==> src/sesrc_cfg.svh <==
// Functional notes
// - A rising current-limit event sets its raw bit, and the masked flag shows it if enabled.
// - A rising internal oscillator fault sets its raw bit, and the masked flag shows it if enabled.
// - Writing 1 to masked flag bits 6 to 1 clears them, and writing 0 leaves them unchanged.
// - The reset cause is loaded after each reset from the sources that made it.
// - An external-pin reset leaves only the external cause bit set.
// - Any other reset cause is added to the cause bits that are already set.
// - Cause bit 5 records a reset made by regulator loss of regulation.
// - Cause bit 4 records a reset requested by software.
// - Cause bit 3 records a watchdog timeout reset.
// - Cause bit 2 records a brown-out reset and cause bit 1 a power-on reset.
// - Each masked flag is its raw bit ANDed with its mask bit; the brown-out flag is also held off while brownoutIrqOrResetSelect is set.
// - Clearing a masked flag also clears the matching raw bit.
`ifndef SESRC_CFG_SVH
`define SESRC_CFG_SVH

// ==========================================================================
// Register byte offsets.
`define SESRC_OFF_MASKED   12'h058
`define SESRC_OFF_CAUSE    12'h05C
`define SESRC_OFF_RAW      12'h100
`define SESRC_OFF_IRQSTAT  12'h104
`define SESRC_OFF_IRQEN    12'h108
`define SESRC_OFF_IRQCLR   12'h10C

// ==========================================================================
// Field positions and reset values.
`define SESRC_FLAG_BITS    7'h7E
`define SESRC_BROWNOUT_BIT 1
`define SESRC_CAUSE_EXT    6'h01
`define SESRC_RST_FLAGS    7'h00
`define SESRC_RST_CAUSE    6'h00
`define SESRC_RESP_OKAY    2'h0
`define SESRC_RESP_SLVERR  2'h2

`endif

==> src/sesrc_pkg.sv <==
package sesrc_pkg;

  // ==========================================================================
  // Clocking and power events, laid out as in the masked flag register.
  typedef struct packed {
    logic pllLock;
    logic currentLimit;
    logic intOscFault;
    logic mainOscFault;
    logic regulatorLoss;
    logic brownout;
    logic unused;
  } sesrc_evt_t;

  // ==========================================================================
  // Reset sources, laid out as in the reset cause register.
  typedef struct packed {
    logic regulatorLossCause;
    logic softwareCause;
    logic watchdogCause;
    logic brownoutCause;
    logic powerOnCause;
    logic externalCause;
  } sesrc_cause_t;

  // ==========================================================================
  // State cleared by the system reset.
  typedef struct packed {
    logic [6:0]  evtMeta;
    logic [6:0]  evtSync;
    logic [6:0]  evtPrev;
    logic [6:0]  rawStatus;
    logic [6:0]  irqStatus;
    logic [6:0]  irqEnable;
    logic        irqLine;
    logic        loadPend;
    logic        awPend;
    logic [11:0] awAddr;
    logic        wPend;
    logic [31:0] wData;
    logic [3:0]  wStrb;
    logic        bValid;
    logic [1:0]  bResp;
    logic        rValid;
    logic [31:0] rData;
    logic [1:0]  rResp;
  } sesrc_state_t;

  // ==========================================================================
  // State that survives every reset except power-on.
  typedef struct packed {
    logic [5:0] causeMeta;
    logic [5:0] causeSync;
    logic [5:0] cause;
  } sesrc_keep_t;

endpackage

==> src/sesrc_event_reset.sv <==
`timescale 1ns/1ns
`include "sesrc_cfg.svh"

module sesrc_event_reset (
  // Clock and resets.
  input  wire logic                  sys_clk,
  input  wire logic                  nrst,
  input  wire logic                  pwrOnRst_n,
  // Event sources from the clock and power monitors, asynchronous levels.
  input  wire sesrc_pkg::sesrc_evt_t eventIn,
  // Reset sources from the reset controller, held across the reset.
  input  wire sesrc_pkg::sesrc_cause_t resetSrc,
  // Settings from neighbouring control registers, same clock.
  input  wire logic [6:0]            eventMaskRegister,
  input  wire logic                  brownoutIrqOrResetSelect,
  // AXI4-Lite write address channel.
  input  wire logic                  s_axi_awvalid,
  output logic                       s_axi_awready,
  input  wire logic [11:0]           s_axi_awaddr,
  // AXI4-Lite write data channel.
  input  wire logic                  s_axi_wvalid,
  output logic                       s_axi_wready,
  input  wire logic [31:0]           s_axi_wdata,
  input  wire logic [3:0]            s_axi_wstrb,
  // AXI4-Lite write response channel.
  output logic                       s_axi_bvalid,
  input  wire logic                  s_axi_bready,
  output logic [1:0]                 s_axi_bresp,
  // AXI4-Lite read address channel.
  input  wire logic                  s_axi_arvalid,
  output logic                       s_axi_arready,
  input  wire logic [11:0]           s_axi_araddr,
  // AXI4-Lite read data channel.
  output logic                       s_axi_rvalid,
  input  wire logic                  s_axi_rready,
  output logic [31:0]                s_axi_rdata,
  output logic [1:0]                 s_axi_rresp,
  // Status outputs.
  output logic [6:0]                 rawEventStatus,
  output logic [5:0]                 resetCause,
  output logic                       irq
);

  // ==========================================================================
  // State registers and their next values.
  sesrc_pkg::sesrc_state_t st_r;
  sesrc_pkg::sesrc_state_t st_nxt;
  sesrc_pkg::sesrc_keep_t  kp_r;
  sesrc_pkg::sesrc_keep_t  kp_nxt;

  // ==========================================================================
  // Working signals of the combinational process.
  logic [6:0]  evtRise;
  logic [6:0]  flagGate;
  logic [6:0]  maskedFlags;
  logic [6:0]  maskedNew;
  logic [6:0]  flagClear;
  logic [6:0]  irqClear;
  logic        doWrite;
  logic        lowLane;
  logic        wrHit;
  logic        doRead;
  logic [31:0] rdWord;
  logic        rdHit;

  // ==========================================================================
  // Handshake outputs follow the pending and valid flags directly.
  assign s_axi_awready = ~st_r.awPend;
  assign s_axi_wready  = ~st_r.wPend;
  assign s_axi_arready = ~st_r.rValid;

  // Data and response outputs come straight from flip-flops.
  assign s_axi_bvalid   = st_r.bValid;
  assign s_axi_bresp    = st_r.bResp;
  assign s_axi_rvalid   = st_r.rValid;
  assign s_axi_rdata    = st_r.rData;
  assign s_axi_rresp    = st_r.rResp;
  assign rawEventStatus = st_r.rawStatus;
  assign resetCause     = kp_r.cause;
  assign irq            = st_r.irqLine;

  // ==========================================================================
  // Event flags, register bus and reset cause capture.
  always_comb begin
    st_nxt = st_r;
    kp_nxt = kp_r;

    // Two flip-flops bring the monitor levels into the clock domain.
    st_nxt.evtMeta = eventIn;
    st_nxt.evtSync = st_r.evtMeta;
    st_nxt.evtPrev = st_r.evtSync;

    // The reset sources are synchronised in the power-on domain so they
    // are already settled when the system reset releases.
    kp_nxt.causeMeta = resetSrc;
    kp_nxt.causeSync = kp_r.causeMeta;

    // A flag is raised by the rising edge of its monitor, so that a fault
    // that stays present can still be cleared and reported only once.
    evtRise = st_r.evtSync & ~st_r.evtPrev & `SESRC_FLAG_BITS;

    // The brown-out flag shows only while brown-out is set to interrupt.
    flagGate = `SESRC_FLAG_BITS;
    flagGate[`SESRC_BROWNOUT_BIT] = ~brownoutIrqOrResetSelect;

    // Masked flags are the raw bits gated by their mask bits.
    maskedFlags = st_r.rawStatus & eventMaskRegister & flagGate;
    maskedNew   = evtRise & eventMaskRegister & flagGate;

    // ------------------------------------------------------------------------
    // Write channel: address and data are taken in either order and the
    // write is carried out once both are held and no response waits.
    if (s_axi_awvalid && !st_r.awPend) begin
      st_nxt.awPend = 1'b1;
      st_nxt.awAddr = s_axi_awaddr;
    end
    if (s_axi_wvalid && !st_r.wPend) begin
      st_nxt.wPend = 1'b1;
      st_nxt.wData = s_axi_wdata;
      st_nxt.wStrb = s_axi_wstrb;
    end
    doWrite = st_r.awPend && st_r.wPend && !st_r.bValid;
    lowLane = st_r.wStrb[0];

    // Decode the write; all fields sit in the low byte lane.
    flagClear = 7'h00;
    irqClear  = 7'h00;
    wrHit     = 1'b0;
    if (doWrite) begin
      unique case (st_r.awAddr)
        `SESRC_OFF_MASKED: begin
          wrHit = 1'b1;
          if (lowLane) begin
            flagClear = st_r.wData[6:0] & `SESRC_FLAG_BITS;
          end
        end
        `SESRC_OFF_CAUSE: begin
          wrHit = 1'b1;
          if (lowLane) begin
            kp_nxt.cause = st_r.wData[5:0];
          end
        end
        `SESRC_OFF_RAW: begin
          wrHit = 1'b1;
        end
        `SESRC_OFF_IRQSTAT: begin
          wrHit = 1'b1;
        end
        `SESRC_OFF_IRQEN: begin
          wrHit = 1'b1;
          if (lowLane) begin
            st_nxt.irqEnable = st_r.wData[6:0] & `SESRC_FLAG_BITS;
          end
        end
        `SESRC_OFF_IRQCLR: begin
          wrHit = 1'b1;
          if (lowLane) begin
            irqClear = st_r.wData[6:0] & `SESRC_FLAG_BITS;
          end
        end
        default: begin
          wrHit = 1'b0;
        end
      endcase
      st_nxt.awPend = 1'b0;
      st_nxt.wPend  = 1'b0;
      st_nxt.bValid = 1'b1;
      st_nxt.bResp  = wrHit ? `SESRC_RESP_OKAY : `SESRC_RESP_SLVERR;
    end

    // The response stands until the master takes it.
    if (st_r.bValid && s_axi_bready) begin
      st_nxt.bValid = 1'b0;
    end

    // ------------------------------------------------------------------------
    // A cleared masked flag clears its raw bit too; only bits whose masked
    // flag is set are affected, and a new event in the same cycle wins.
    st_nxt.rawStatus = (st_r.rawStatus & ~(flagClear & maskedFlags)) | evtRise;

    // Interrupt status is sticky; a new event wins over its clear.
    st_nxt.irqStatus = (st_r.irqStatus & ~irqClear) | maskedNew;
    st_nxt.irqLine   = |(st_nxt.irqStatus & st_nxt.irqEnable);

    // ------------------------------------------------------------------------
    // Read channel: one read is held until the master takes it.
    doRead = s_axi_arvalid && !st_r.rValid;
    rdWord = 32'h0000_0000;
    rdHit  = 1'b1;
    unique case (s_axi_araddr)
      `SESRC_OFF_MASKED:  rdWord[6:0] = maskedFlags;
      `SESRC_OFF_CAUSE:   rdWord[5:0] = kp_r.cause;
      `SESRC_OFF_RAW:     rdWord[6:0] = st_r.rawStatus;
      `SESRC_OFF_IRQSTAT: rdWord[6:0] = st_r.irqStatus;
      `SESRC_OFF_IRQEN:   rdWord[6:0] = st_r.irqEnable;
      `SESRC_OFF_IRQCLR:  rdWord      = 32'h0000_0000;
      default:            rdHit       = 1'b0;
    endcase
    if (doRead) begin
      st_nxt.rValid = 1'b1;
      st_nxt.rData  = rdWord;
      st_nxt.rResp  = rdHit ? `SESRC_RESP_OKAY : `SESRC_RESP_SLVERR;
    end else if (st_r.rValid && s_axi_rready) begin
      st_nxt.rValid = 1'b0;
    end

    // ------------------------------------------------------------------------
    // At the first edge after the system reset releases, the cause register
    // takes the sources that made the reset. This load wins over a write.
    // The cause state keeps running through a system reset while the pending
    // flag is held set, so the load also waits for nrst to be high; otherwise
    // the stale sources of the previous reset would be merged in.
    st_nxt.loadPend = 1'b0;
    if (st_r.loadPend && nrst) begin
      if (kp_r.causeSync[0]) begin
        kp_nxt.cause = `SESRC_CAUSE_EXT;
      end else begin
        // Regulator, software, watchdog, brown-out and power-on causes
        // sit at bits 5 down to 1 and accumulate.
        kp_nxt.cause = kp_r.cause | kp_r.causeSync;
      end
    end
  end

  // ==========================================================================
  // State cleared by the system reset.
  always_ff @(posedge sys_clk or negedge nrst) begin
    if (!nrst) begin
      st_r.evtMeta   <= `SESRC_RST_FLAGS;
      st_r.evtSync   <= `SESRC_RST_FLAGS;
      st_r.evtPrev   <= `SESRC_RST_FLAGS;
      st_r.rawStatus <= `SESRC_RST_FLAGS;
      st_r.irqStatus <= `SESRC_RST_FLAGS;
      st_r.irqEnable <= `SESRC_RST_FLAGS;
      st_r.irqLine   <= 1'b0;
      st_r.loadPend  <= 1'b1;
      st_r.awPend    <= 1'b0;
      st_r.awAddr    <= 12'h000;
      st_r.wPend     <= 1'b0;
      st_r.wData     <= 32'h0000_0000;
      st_r.wStrb     <= 4'h0;
      st_r.bValid    <= 1'b0;
      st_r.bResp     <= `SESRC_RESP_OKAY;
      st_r.rValid    <= 1'b0;
      st_r.rData     <= 32'h0000_0000;
      st_r.rResp     <= `SESRC_RESP_OKAY;
    end else begin
      st_r <= st_nxt;
    end
  end

  // ==========================================================================
  // Reset cause state; only a power-on reset clears it, so that causes
  // accumulate across system resets.
  always_ff @(posedge sys_clk or negedge pwrOnRst_n) begin
    if (!pwrOnRst_n) begin
      kp_r.causeMeta <= `SESRC_RST_CAUSE;
      kp_r.causeSync <= `SESRC_RST_CAUSE;
      kp_r.cause     <= `SESRC_RST_CAUSE;
    end else begin
      kp_r <= kp_nxt;
    end
  end

endmodule // sesrc_event_reset

==> config.mk <==
export PLATFORM = sky130hd
export DESIGN_NAME = sesrc_event_reset
export DESIGN_NICKNAME = d
export VERILOG_FILES = /design/src/sesrc_pkg.sv /design/src/sesrc_event_reset.sv
export VERILOG_INCLUDE_DIRS = /design/src
export SDC_FILE = /design/constraint.sdc
export NUM_CORES = 1
export LEC_CHECK = 0
export BUFFER_PORTS_ARGS = -buffer_cell sky130_fd_sc_hd__buf_2
export CAP_MARGIN = 10
export CORE_MARGIN = 2
export CORE_UTILIZATION = 49
export CTS_CLUSTER_SIZE = 25
export DETAILED_ROUTE_END_ITERATION = 12
export PLACE_DENSITY = 0.79
export SYNTH_ARGS = -nofsm -noshare
export SYNTH_HDL_FRONTEND = slang
export SYNTH_SLANG_ARGS = --single-unit
export TNS_END_PERCENT = 5
==> constraint.sdc <==
create_clock -name sys_clk -period 2.71 [get_ports sys_clk]
set_input_delay 0.542 -clock sys_clk [delete_from_list [all_inputs] [get_ports sys_clk]]
set_output_delay 0.542 -clock sys_clk [all_outputs]
set_load 0.05 [all_outputs]
==> results of run 1 <==
## power breakdown
part           internal [mW]  switching (mW)
clock network          0.557           0.471
registers               1.55           0.231
logic                  0.308           0.511
## per-layer routing
layer	wire, µm	vias to the layer above
met5	0	-
li1	-	1315
met2	3460	117
met4	89	0
met3	637	9
met1	3390	1270
## worst reg2reg max path: stages, from the launching register on
cell	delay, ps
dfrtp_1	420
nor4_4	430
nand4_1	360
mux2i_1	290
o22ai_1	120
or4_1	530
## cell usage in the layout (no fill, tap or decap), types with 2 or more instances in the layout
master     instances
inv_1             24
and2_1             2
nor3_1             3
nand4_1            3
bufinv_16          2
nand2_1           34
clkbuf_8          10
a21oi_1           11
nand3b_1           5
a22oi_1            6
o21ai_0           42
o31ai_1            2
nor2_1             6
nand3_1            9
conb_1            29
o221a_2            5
nor4_1             2
buf_2             85
mux2_2            18
o21a_1             8
mux2i_1            3
nor2b_1            3
dfrtp_1           88
buf_4              6
clkinv_4           2
and4b_1            2
## sequential cells by signal, summed over array words and instances (netlist names)
signal          flops
st_nxt             12
s_axi_bresp         1
kp_nxt              6
kp_r                6
resetCause          6
st_r               40
s_axi_rvalid        1
s_axi_bvalid        1
irq                 1
s_axi_rresp         1
s_axi_rdata         7
rawEventStatus      6
lowLane             1
## stage by stage
stage	cell area (µm²)	worst slack [ps]	std cells	hold WS, ps
finish	4490	443	538	93.2
global route	4490	283	538	101
CTS	4490	437	538	85.8
detailed placement	4250	460	522	335
global placement	4250	500	522	334
floorplan	4050	533	386	246
## worst max path at each step
stage / from / endpoint / slack (ps) / cells after the start
after CTS: st_r[80]$_DFFE_PN0P_ / irq$_DFF_PN0_ / 440 / 5
after floorplan: s_axi_bvalid$_DFFE_PN0P_ / irq$_DFF_PN0_ / 530 / 5
after detailed placement: st_r[80]$_DFFE_PN0P_ / irq$_DFF_PN0_ / 460 / 5
after global routing: st_r[80]$_DFFE_PN0P_ / irq$_DFF_PN0_ / 280 / 5
final: st_r[80]$_DFFE_PN0P_ / irq$_DFF_PN0_ / 440 / 5
after global placement: st_r[80]$_DFFE_PN0P_ / irq$_DFF_PN0_ / 500 / 5
## synthesized netlist by cell type (all sizes together)
| cell type | number |
|---|---|
| o22a | 1 |
| mux2 | 18 |
| buf | 49 |
| o22ai | 1 |
| a22oi | 6 |
| nand2b | 1 |
| or3 | 1 |
| a221oi | 1 |
| clkbuf | 8 |
| and3 | 1 |
| and2 | 2 |
| o21a | 8 |
| and4 | 2 |
| nand4 | 4 |
| nand2 | 34 |
| o221a | 5 |
| dfstp | 1 |
| nor4bb | 1 |
| mux2i | 3 |
| and4bb | 1 |
| o31ai | 2 |
| inv | 24 |
| a21oi | 11 |
| nor4b | 2 |
| o211a | 1 |
| o2111ai | 1 |
| a32o | 1 |
| conb | 1 |
| nor2 | 6 |
| dfrtp | 88 |
| o221ai | 1 |
| nor2b | 3 |
| a2111o | 1 |
| nand4b | 1 |
| or4 | 1 |
| nor4 | 3 |
| o21ai | 42 |
| and4b | 2 |
| nor3 | 3 |
| a21o | 1 |
| nand3 | 9 |
| nand3b | 5 |
| nor3b | 1 |
## logic make-up after synthesis
group / share of synthesized area
multiplexers: 0.0590
other: 0.000951
flip-flops: 0.565
buffers and inverters: 0.124
AO/OA/AOI/OAI: 0.133
AND/OR/NAND/NOR: 0.118
## cell type report
class / instances / area share
flip-flops and latches: 89 / 0.497
inverters: 24 / 0.0201
well taps: 102 / 0.0284
multi-input cells: 216 / 0.298
repair buffers: 91 / 0.105
clock inverters: 6 / 0.0217
clock buffers: 10 / 0.0307
==> tab_implementation.tex, run 1 <==
\begin{tabular}{lr}
\hline
Metric & Value \\
\hline
\multicolumn{2}{l}{\textbf{GRT}} \\
\quad Met1 GRT Util & 0.255 \\
\quad Initial antenna violation count & 0 \\
\quad Global-route usage over all layers & 0.183 \\
\quad Global-route wire length before repair & approximately 12 mm \\
\quad Met3 usage & 0.0514 \\
\quad Maximum number of pins on one net before global-route repair & between 50 and 60 \\
\quad Peak-usage layer in the global routing report & met2 \\
\quad Global routing met2 resource utilization & 0.280 \\
\quad Via count of the first global-routing pass & 2517 \\
\quad Congestion Overflow GR & 0 \\
\multicolumn{2}{l}{\textbf{Routing}} \\
\quad Antenna-violating nets left & 0 \\
\quad Detailed router's first-iteration violation count & roughly 200 \\
\quad Vias after detailed routing & $\sim$2.7k \\
\quad Router iterations before antenna repair & 4 \\
\quad Detail-routed net length per standard cell & around 14 µm \\
\quad Via density per instance & just over 5 \\
\quad Post-detailed-routing wire length & between 7 and 8 mm \\
\quad Number of design rule violations left after detail routing & 0 \\
\multicolumn{2}{l}{\textbf{Pwr}} \\
\quad Total leakage power & between 2 and 2.5 nW \\
\quad IR Drop Worst-Case VDD & roughly 760 µV \\
\quad Power Total & roughly 3.6 mW \\
\quad Pwr Density & 808 nW/µm² \\
\multicolumn{2}{l}{\textbf{Final layout}} \\
\quad Area occupied by multi-input gates & 1340 µm² \\
\quad Inserted Diodes & 0 \\
\quad Layout filler cell count & a little under 700 \\
\quad Area used by sequential logic in the layout & 2230 µm² \\
\quad Final core utilization & 0.578 \\
\quad Fraction of final layout cells with drive strength greater than 1 & 0.314 \\
\quad Number of nets in the final layout & between 500 and 600 \\
\quad Layout overhead on the synthesized area & 13.9\% \\
\multicolumn{2}{l}{\textbf{Critical path}} \\
\quad Crit-path leading delay family & simple AND/OR/NAND/NOR gates \\
\quad WP data arrival & approximately 2500 ps \\
\quad Crit path cell chain & nor4\_4 -> nand4\_1 -> mux2i\_1 -> o22ai\_1 -> or4\_1 \\
\quad Max incr delay on CP & about 530 ps \\
\quad Number of buffer and inverter instances along the worst setup path & 0 \\
\quad Worst path required time & $\sim$3000 ps \\
\quad Worst reg2reg setup slack & about 440 ps \\
\quad Type of origin of the critical path & flip-flop \\
\quad Endpoint kind of the worst setup timing path & flip-flop \\
\quad R2R Path End & irq\$\_DFF\_PN0\_ \\
\quad R2r worst-path depth & 5 \\
\quad Critical path fanouts, max & 6 \\
\quad Slowest cell on the critical path & or4\_1 \\
\quad Reg-to-reg critical path startpoint & st\_r[80]\$\_DFFE\_PN0P\_ \\
\quad Critical path class & reg2reg \\
\multicolumn{2}{l}{\textbf{Floorplan}} \\
\quad Width of the die & between 90 and 100 µm \\
\quad Effective utilization at floorplan & 0.507 \\
\quad Core Region & 7770 µm² \\
\quad Number of primary I/O pins & about 140 \\
\quad Overall die area & slightly below 9000 µm² \\
\quad Die span in y & approximately 94 µm \\
\quad Number of cell rows & 32 \\
\multicolumn{2}{l}{\textbf{Yosys}} \\
\quad Number of storage elements in the synthesis netlist & 89 \\
\quad Netlist Area Pre-Place & slightly below 4000 µm² \\
\quad Syn\_area\_per\_cell & 11.0 µm² \\
\quad Biggest area consumer among synthesized cells & dfrtp\_1 \\
\quad Number of cells produced by synthesis & between 300 and 400 \\
\quad Warning count from the yosys run & 0 \\
\quad Leading post-synthesis cells by cell area & dfrtp\_1 56\%, buf\_4 9.3\%, o21ai\_0 5.3\%, mux2\_2 5.1\%, nand2\_1 3.2\% \\
\quad Sequential cell area fraction in the yosys report & 0.565 \\
\quad Count of cell types in the netlist & 46 \\
\quad Yosys top cell area share & 0.559 \\
\multicolumn{2}{l}{\textbf{Clocking}} \\
\quad Clock tree sinks & just under 90 \\
\quad CTS H-tree depth & 3 \\
\quad Clock transition time at the flip-flop clock pins of the worst setup and hold paths & 90 ps \\
\quad Clk\_lat worst skew & approximately 360 ps \\
\quad Number of buffers created by CTS & 9 \\
\quad Hold buffer count at cts & 0 \\
\quad Cell at the root of the clock tree & clkbuf\_8 \\
\quad Largest buffer count on any clock path & 2 \\
\quad Clock tree from TritonCTS & built \\
\quad CTS resizes & 0 \\
\quad Buffers inserted during post-CTS setup optimization & 0 \\
\multicolumn{2}{l}{\textbf{Timing}} \\
\quad Max-slew headroom at the worst pin & 0.532 \\
\quad Unrepaired setup endpoints after global routing & false \\
\quad Worst Tran Pin Value & 696 ps \\
\quad Final worst-path cycle share & 0.837 \\
\quad Final min period & between 2000 and 2500 ps \\
\quad Pins Over Slew Limit & 0 \\
\quad Worst setup skew after layout & 12.6 ps \\
\quad F\_max & roughly 0.44 GHz \\
\quad Sum of negative setup slack & 0 ps \\
\quad Final setup vio count & 0 \\
\quad Final Hold Fails & 0 \\
\multicolumn{2}{l}{\textbf{Run}} \\
\quad Number of maximum-capacitance constraint violations & 0 \\
\multicolumn{2}{l}{\textbf{Placement}} \\
\quad Placer's final routability congestion estimate & roughly 0.84 \\
\quad Dpl hpwl & 5.72 mm \\
\quad Port-buffer cells & 85 \\
\multicolumn{2}{l}{\textbf{Min path}} \\
\quad Path type of the worst min-delay path & in2async \\
\multicolumn{2}{l}{\textbf{Run status}} \\
\quad Run status & complete, no violations \\
\hline
\end{tabular}
(Power assumes the default switching activity.)
==> run 2, diff against run 1 <==
clock period = 2.34 ns   (was 2.71 ns; I/O delays follow)
==> tab_implementation.tex, run 2 (synthesis results as in run 1) <==
\begin{tabular}{lr}
\hline
Metric & Value \\
\hline
\multicolumn{2}{l}{\textbf{Run status}} \\
\quad Run status & complete, no violations \\
\multicolumn{2}{l}{\textbf{Clocking}} \\
\quad Clock transition time at the flip-flop clock pins of the worst setup and hold paths & around 90 ps \\
\quad Number of buffers created by CTS & 9 \\
\quad Clk\_lat worst skew & around 370 ps \\
\quad Clock tree from TritonCTS & built \\
\quad Largest buffer count on any clock path & 2 \\
\quad CTS H-tree depth & 3 \\
\quad Clock tree sinks & 89 \\
\quad Cell at the root of the clock tree & clkbuf\_8 \\
\multicolumn{2}{l}{\textbf{Floorplan}} \\
\quad Die span in y & between 90 and 100 µm \\
\quad Number of cell rows & 32 \\
\quad Overall die area & approximately 8800 µm² \\
\quad Core Region & 7770 µm² \\
\quad Width of the die & approximately 94 µm \\
\quad Effective utilization at floorplan & 0.507 \\
\quad Number of primary I/O pins & between 100 and 150 \\
\multicolumn{2}{l}{\textbf{Critical path}} \\
\quad WP data arrival & $\sim$2500 ps \\
\quad Critical path class & reg2reg \\
\quad Critical path fanouts, max & 6 \\
\quad Worst path required time & around 2600 ps \\
\quad Endpoint kind of the worst setup timing path & flip-flop \\
\quad R2r worst-path depth & 6 \\
\quad Type of origin of the critical path & flip-flop \\
\quad Worst reg2reg setup slack & roughly 120 ps \\
\quad Reg-to-reg critical path startpoint & st\_r[80]\$\_DFFE\_PN0P\_ \\
\quad Worst setup path start & st\_r[80]\$\_DFFE\_PN0P\_ \\
\quad R2R Path End & irq\$\_DFF\_PN0\_ \\
\multicolumn{2}{l}{\textbf{GRT}} \\
\quad Maximum number of pins on one net before global-route repair & 40 \\
\quad Congestion Overflow GR & 0 \\
\quad Global-route wire length before repair & $\sim$13 mm \\
\quad Global-route usage over all layers & 0.189 \\
\quad Initial antenna violation count & 0 \\
\quad Peak-usage layer in the global routing report & met2 \\
\quad Via count of the first global-routing pass & 2627 \\
\quad Global routing met2 resource utilization & 0.311 \\
\quad Met1 GRT Util & 0.243 \\
\quad Met3 usage & 0.0546 \\
\multicolumn{2}{l}{\textbf{Routing}} \\
\quad Detailed router's first-iteration violation count & about 120 \\
\quad Post-detailed-routing wire length & 7.93 mm \\
\quad Router iterations before antenna repair & 4 \\
\quad Vias after detailed routing & 2796 \\
\quad Via density per instance & just over 5 \\
\quad Number of design rule violations left after detail routing & 0 \\
\quad Antenna-violating nets left & 0 \\
\quad Detail-routed net length per standard cell & 14.6 µm \\
\multicolumn{2}{l}{\textbf{Pwr}} \\
\quad Switching power & 1.44 mW \\
\quad Clock share of power & 0.260 \\
\quad Switching power share of the total & 0.348 \\
\quad Total leakage power & about 2.1 nW \\
\quad Share of power burned in combinational logic & 0.236 \\
\quad Part of the total power dissipated in sequential elements & 0.503 \\
\quad Internal power & around 2.7 mW \\
\quad Pwr Density & just over 900 nW/µm² \\
\quad IR Drop Worst-Case VDD & between 800 and 900 µV \\
\multicolumn{2}{l}{\textbf{Min path}} \\
\quad Path type of the worst min-delay path & in2async \\
\multicolumn{2}{l}{\textbf{Placement}} \\
\quad Placed Instance Area & between 4000 and 5000 µm² \\
\quad Placer's final routability congestion estimate & roughly 0.89 \\
\quad Port-buffer cells & 85 \\
\quad Dpl hpwl & approximately 5.9 mm \\
\multicolumn{2}{l}{\textbf{Final layout}} \\
\quad Biggest register & st\_r \\
\quad Layout filler cell count & 666 \\
\quad Inserted Diodes & 0 \\
\quad Layout overhead on the synthesized area & 14.2\% \\
\quad Fraction of final layout cells with drive strength greater than 1 & 0.320 \\
\quad Commonest non-fill, non-tap cells in the layout & 88 x dfrtp\_1, 85 x buf\_2, 42 x o21ai\_0 \\
\quad Max FFs per register & 40 \\
\quad Final Cell Area & 4500 µm² \\
\quad Commonest non-fill, non-tap cell in the layout & dfrtp\_1 \\
\quad Number of nets in the final layout & 524 \\
\multicolumn{2}{l}{\textbf{Run}} \\
\quad Number of maximum-capacitance constraint violations & 0 \\
\multicolumn{2}{l}{\textbf{Timing}} \\
\quad Final setup vio count & 0 \\
\quad Pins Over Slew Limit & 0 \\
\quad Sum of negative setup slack & 0 ps \\
\quad Final worst-path cycle share & 0.949 \\
\quad Unrepaired setup endpoints after global routing & false \\
\quad F\_max & about 0.45 GHz \\
\quad Final Hold Fails & 0 \\
\quad Final min period & around 2200 ps \\
\quad Worst setup skew after layout & between 10 and 15 ps \\
\hline
\end{tabular}
-- run 2: cell type report --
class / count / area [µm²] / area share
flip-flops and latches: 89 / 2230 / 0.495
inverters: 24 / 90.1 / 0.0200
multi-input cells: 216 / 1350 / 0.300
clock inverters: 5 / 63.8 / 0.0142
well taps: 102 / 128 / 0.0283
clock buffers: 11 / 141 / 0.0314
repair buffers: 95 / 500 / 0.111
-- run 2: metal layers --
metal	vias up	wire length [µm]	part of all wire
li1	1320	-	-
met1	1352	3470	0.44
met2	111	3770	0.48
met3	13	578	0.073
met4	0	113	0.014
met5	-	0	0
-- run 2: worst max path at each step --
stage	slack (ps)	depth (start not counted)	endpoint
floorplan	160	5	irq$_DFF_PN0_
global placement	160	5	irq$_DFF_PN0_
detailed placement	60	5	irq$_DFF_PN0_
CTS	4	5	irq$_DFF_PN0_
global route	7	6	irq$_DFF_PN0_
finish	120	6	irq$_DFF_PN0_
-- run 2: power by group through the flow --
stage          Clock [mW]  Sequential, mW  Combinational (mW)
6_report             1.08            2.08               0.976
5_1_grt              1.17            2.12                1.06
4_1_cts              1.09            2.07               0.963
3_5_place_dp            0            2.10               0.960
3_3_place_gp            0            2.07               0.928
2_1_floorplan           0            2.05               0.755
-- run 2: what timing repair did --
item | CTS | global route
pin swaps | 1 | 2
hold buffers | 0 | 0
resized for setup | 0 | 2
setup endpoints to repair | 1 | 1
setup buffers | 0 | 1
-- run 2: metrics by stage --
step                setup WS (ps)   util  instances  hold WS (ps)  total power, mW
finish                        119  0.580        542          4.17             4.13
global route                 7.13  0.580        542          27.7             4.34
CTS                          4.13  0.577        541          9.85             4.13
detailed placement           57.3  0.550        525           336             3.06
global placement              161  0.550        525           335             3.00
floorplan                     163      -        386           172             2.80
-- run 2: worst max-delay path, stage by stage, from the launching register on --
cell and delay (ps):
dfrtp_1 420, nor4_4 280, buf_4 190, nand4_4 130, a2111o_1 430, o211a_1 120, or4_1 500
==> run 3, diff against run 2 <==
--- a/config.mk
+++ b/config.mk
@@ -13,5 +13,5 @@
 export CTS_CLUSTER_SIZE = 25
 export DETAILED_ROUTE_END_ITERATION = 12
-export PLACE_DENSITY = 0.79
+export PLACE_DENSITY_LB_ADDON = 0.12
 export SYNTH_ARGS = -nofsm -noshare
 export SYNTH_HDL_FRONTEND = slang
==> constraint.sdc (replaced) <==
create_clock -name sys_clk -period 2.7 [get_ports sys_clk]
set_input_delay 0.27 -clock sys_clk [delete_from_list [all_inputs] [get_ports sys_clk]]
set_output_delay 0.27 -clock sys_clk [all_outputs]
set_load 0.05 [all_outputs]
==> tab_implementation.tex, run 3 (synthesis results as in run 1) <==
\begin{tabular}{lr}
\hline
Metric & Value \\
\hline
\multicolumn{2}{l}{\textbf{Run status}} \\
\quad Run status & complete, no violations \\
\multicolumn{2}{l}{\textbf{GRT}} \\
\quad Global-route usage over all layers & 0.194 \\
\quad Initial antenna violation count & 0 \\
\quad Global-route wire length before repair & 13.0 mm \\
\quad Via count of the first global-routing pass & between 2k and 3k \\
\quad Maximum number of pins on one net before global-route repair & 72 \\
\quad Congestion Overflow GR & 0 \\
\multicolumn{2}{l}{\textbf{Placement}} \\
\quad Placer's final routability congestion estimate & between 0.8 and 0.9 \\
\quad Placed Instance Area & roughly 4300 µm² \\
\quad Dpl hpwl & $\sim$5.6 mm \\
\quad Port-buffer cells & between 80 and 90 \\
\multicolumn{2}{l}{\textbf{Final layout}} \\
\quad Layout filler cell count & 693 \\
\quad Commonest non-fill, non-tap cell in the layout & dfrtp\_1 \\
\quad Area used by sequential logic in the layout & between 2000 and 2500 µm² \\
\quad Biggest register & st\_r \\
\quad Inserted Diodes & 0 \\
\quad Commonest non-fill, non-tap cells in the layout & 88 x dfrtp\_1, 85 x buf\_2, 42 x o21ai\_0 \\
\quad Final Cell Area & between 4000 and 5000 µm² \\
\quad Area occupied by multi-input gates & approximately 1300 µm² \\
\quad Max FFs per register & 40 \\
\quad Number of nets in the final layout & about 530 \\
\quad Fraction of final layout cells with drive strength greater than 1 & 0.305 \\
\quad Layout overhead on the synthesized area & 16.9\% \\
\multicolumn{2}{l}{\textbf{Routing}} \\
\quad Detailed router's first-iteration violation count & roughly 200 \\
\quad Post-detailed-routing wire length & around 7.9 mm \\
\quad Antenna-violating nets left & 0 \\
\quad Detail-routed net length per standard cell & about 14 µm \\
\quad Router iterations before antenna repair & 4 \\
\quad Vias after detailed routing & 2777 \\
\quad Via density per instance & 5.04 \\
\quad Number of design rule violations left after detail routing & 0 \\
\multicolumn{2}{l}{\textbf{Clocking}} \\
\quad Clk\_lat worst skew & 370 ps \\
\quad Clock tree sinks & $\sim$90 \\
\quad CTS H-tree depth & 3 \\
\quad Largest buffer count on any clock path & 2 \\
\quad Clock tree from TritonCTS & built \\
\quad Hold buffer count at cts & 13 \\
\quad Number of buffers created by CTS & 9 \\
\quad CTS resizes & 0 \\
\quad Clock transition time at the flip-flop clock pins of the worst setup and hold paths & 100 ps \\
\quad Buffers inserted during post-CTS setup optimization & 0 \\
\quad Cell at the root of the clock tree & clkbuf\_8 \\
\multicolumn{2}{l}{\textbf{Pwr}} \\
\quad Power Total & between 3 and 4 mW \\
\quad IR Drop Worst-Case VDD & 735 µV \\
\quad Internal power & around 2.4 mW \\
\quad Switching power share of the total & 0.339 \\
\quad Part of the total power dissipated in sequential elements & 0.491 \\
\quad Pwr Density & between 700 and 800 nW/µm² \\
\quad Share of power burned in combinational logic & 0.228 \\
\quad Clock share of power & 0.282 \\
\quad Switching power & $\sim$1.2 mW \\
\quad Total leakage power & $\sim$2.2 nW \\
\multicolumn{2}{l}{\textbf{Critical path}} \\
\quad Type of origin of the critical path & flip-flop \\
\quad Critical path fanouts, max & 6 \\
\quad Endpoint kind of the worst setup timing path & flip-flop \\
\quad WP data arrival & between 2000 and 3000 ps \\
\quad Critical path class & reg2reg \\
\quad Worst path required time & $\sim$2900 ps \\
\multicolumn{2}{l}{\textbf{Timing}} \\
\quad Final Hold Fails & 0 \\
\quad Worst Tran Pin Value & a little under 900 ps \\
\quad Final setup vio count & 0 \\
\quad Max-slew headroom at the worst pin & 0.407 \\
\quad Pins Over Slew Limit & 0 \\
\quad Final worst-path cycle share & 0.837 \\
\quad Unrepaired setup endpoints after global routing & false \\
\quad F\_max & 0.443 GHz \\
\quad Sum of negative setup slack & 0 ps \\
\quad Worst setup skew after layout & roughly 15 ps \\
\quad Final min period & 2260 ps \\
\multicolumn{2}{l}{\textbf{Floorplan}} \\
\quad Die span in y & approximately 94 µm \\
\quad Width of the die & around 94 µm \\
\quad Effective utilization at floorplan & 0.507 \\
\quad Core Region & about 8000 µm² \\
\quad Number of primary I/O pins & 144 \\
\quad Number of cell rows & 32 \\
\quad Overall die area & $\sim$8800 µm² \\
\multicolumn{2}{l}{\textbf{Run}} \\
\quad Number of maximum-capacitance constraint violations & 0 \\
\multicolumn{2}{l}{\textbf{Min path}} \\
\quad Path type of the worst min-delay path & in2reg \\
\hline
\end{tabular}
[run 3: changes by cell type in the layout (fill, tap and decap cells not counted), sizes merged]
cell,change
buf,-4
bufinv,+1
clkbuf,-2
dlygate4sd3,+13
inv,+1
[run 3: per-layer routing]
| metal | vias to the layer above | GRT usage | part of all wire |
|---|---|---|---|
| met5 | - | 0 | 0 |
| met4 | 0 | 0.0761 | 0.016 |
| met3 | 9 | 0.0474 | 0.070 |
| met2 | 101 | 0.292 | 0.46 |
| met1 | 1325 | 0.273 | 0.46 |
| li1 | 1342 | - | - |
[run 3: metrics by stage]
stage / utilization / hold slack [ps] / setup WS [ps] / instances
4_1_cts: 0.593 / 58.5 / 446 / 551
3_5_place_dp: 0.548 / 209 / 448 / 522
2_1_floorplan: - / -25.6 / 523 / 386
5_1_grt: 0.593 / 65.1 / 288 / 551
3_3_place_gp: 0.548 / 211 / 503 / 522
6_report: 0.593 / 69.9 / 441 / 551
[run 3: path summary, 6_finish.rpt]
check,slack (ps),depth (start not counted),to,startpoint
worst max-delay path,440,5,irq$_DFF_PN0_,st_r[80]$_DFFE_PN0P_
worst min-delay path,70,2,s_axi_rvalid$_DFFE_PN0P_,s_axi_rready
worst max register to register,440,5,irq$_DFF_PN0_,st_r[80]$_DFFE_PN0P_
worst min register to register,350,0,st_nxt[117]$_DFF_PN0_,st_nxt[124]$_DFF_PN0_
max in group asynchronous,1930,2,st_r[43]$_DFFE_PN0P_,nrst
min in group asynchronous,160,2,st_r[115]$_DFF_PN0_,nrst
[run 3: area by class of cell]
cell class              instances  area share
inverters                      24      0.0196
multi-input cells             216       0.290
flip-flops and latches         89       0.484
clock inverters                 7      0.0215
well taps                     102      0.0277
repair buffers                104       0.130
clock buffers                   9      0.0269
[run 3: power by group through the flow]
stage               Clock (mW)  Combinational, mW  Sequential, mW
floorplan                    0              0.655            1.77
global placement             0              0.805            1.80
detailed placement           0              0.823            1.81
CTS                       1.04              0.839            1.78
global route              1.11              0.908            1.82
finish                    1.02              0.829            1.79
[run 3: worst max-delay path, stage by stage (launching register included)]
cell and delay (ps):
dfrtp_1 420, nor4_4 440, nand4_1 320, a21oi_1 320, o22ai_1 130, or4_1 520
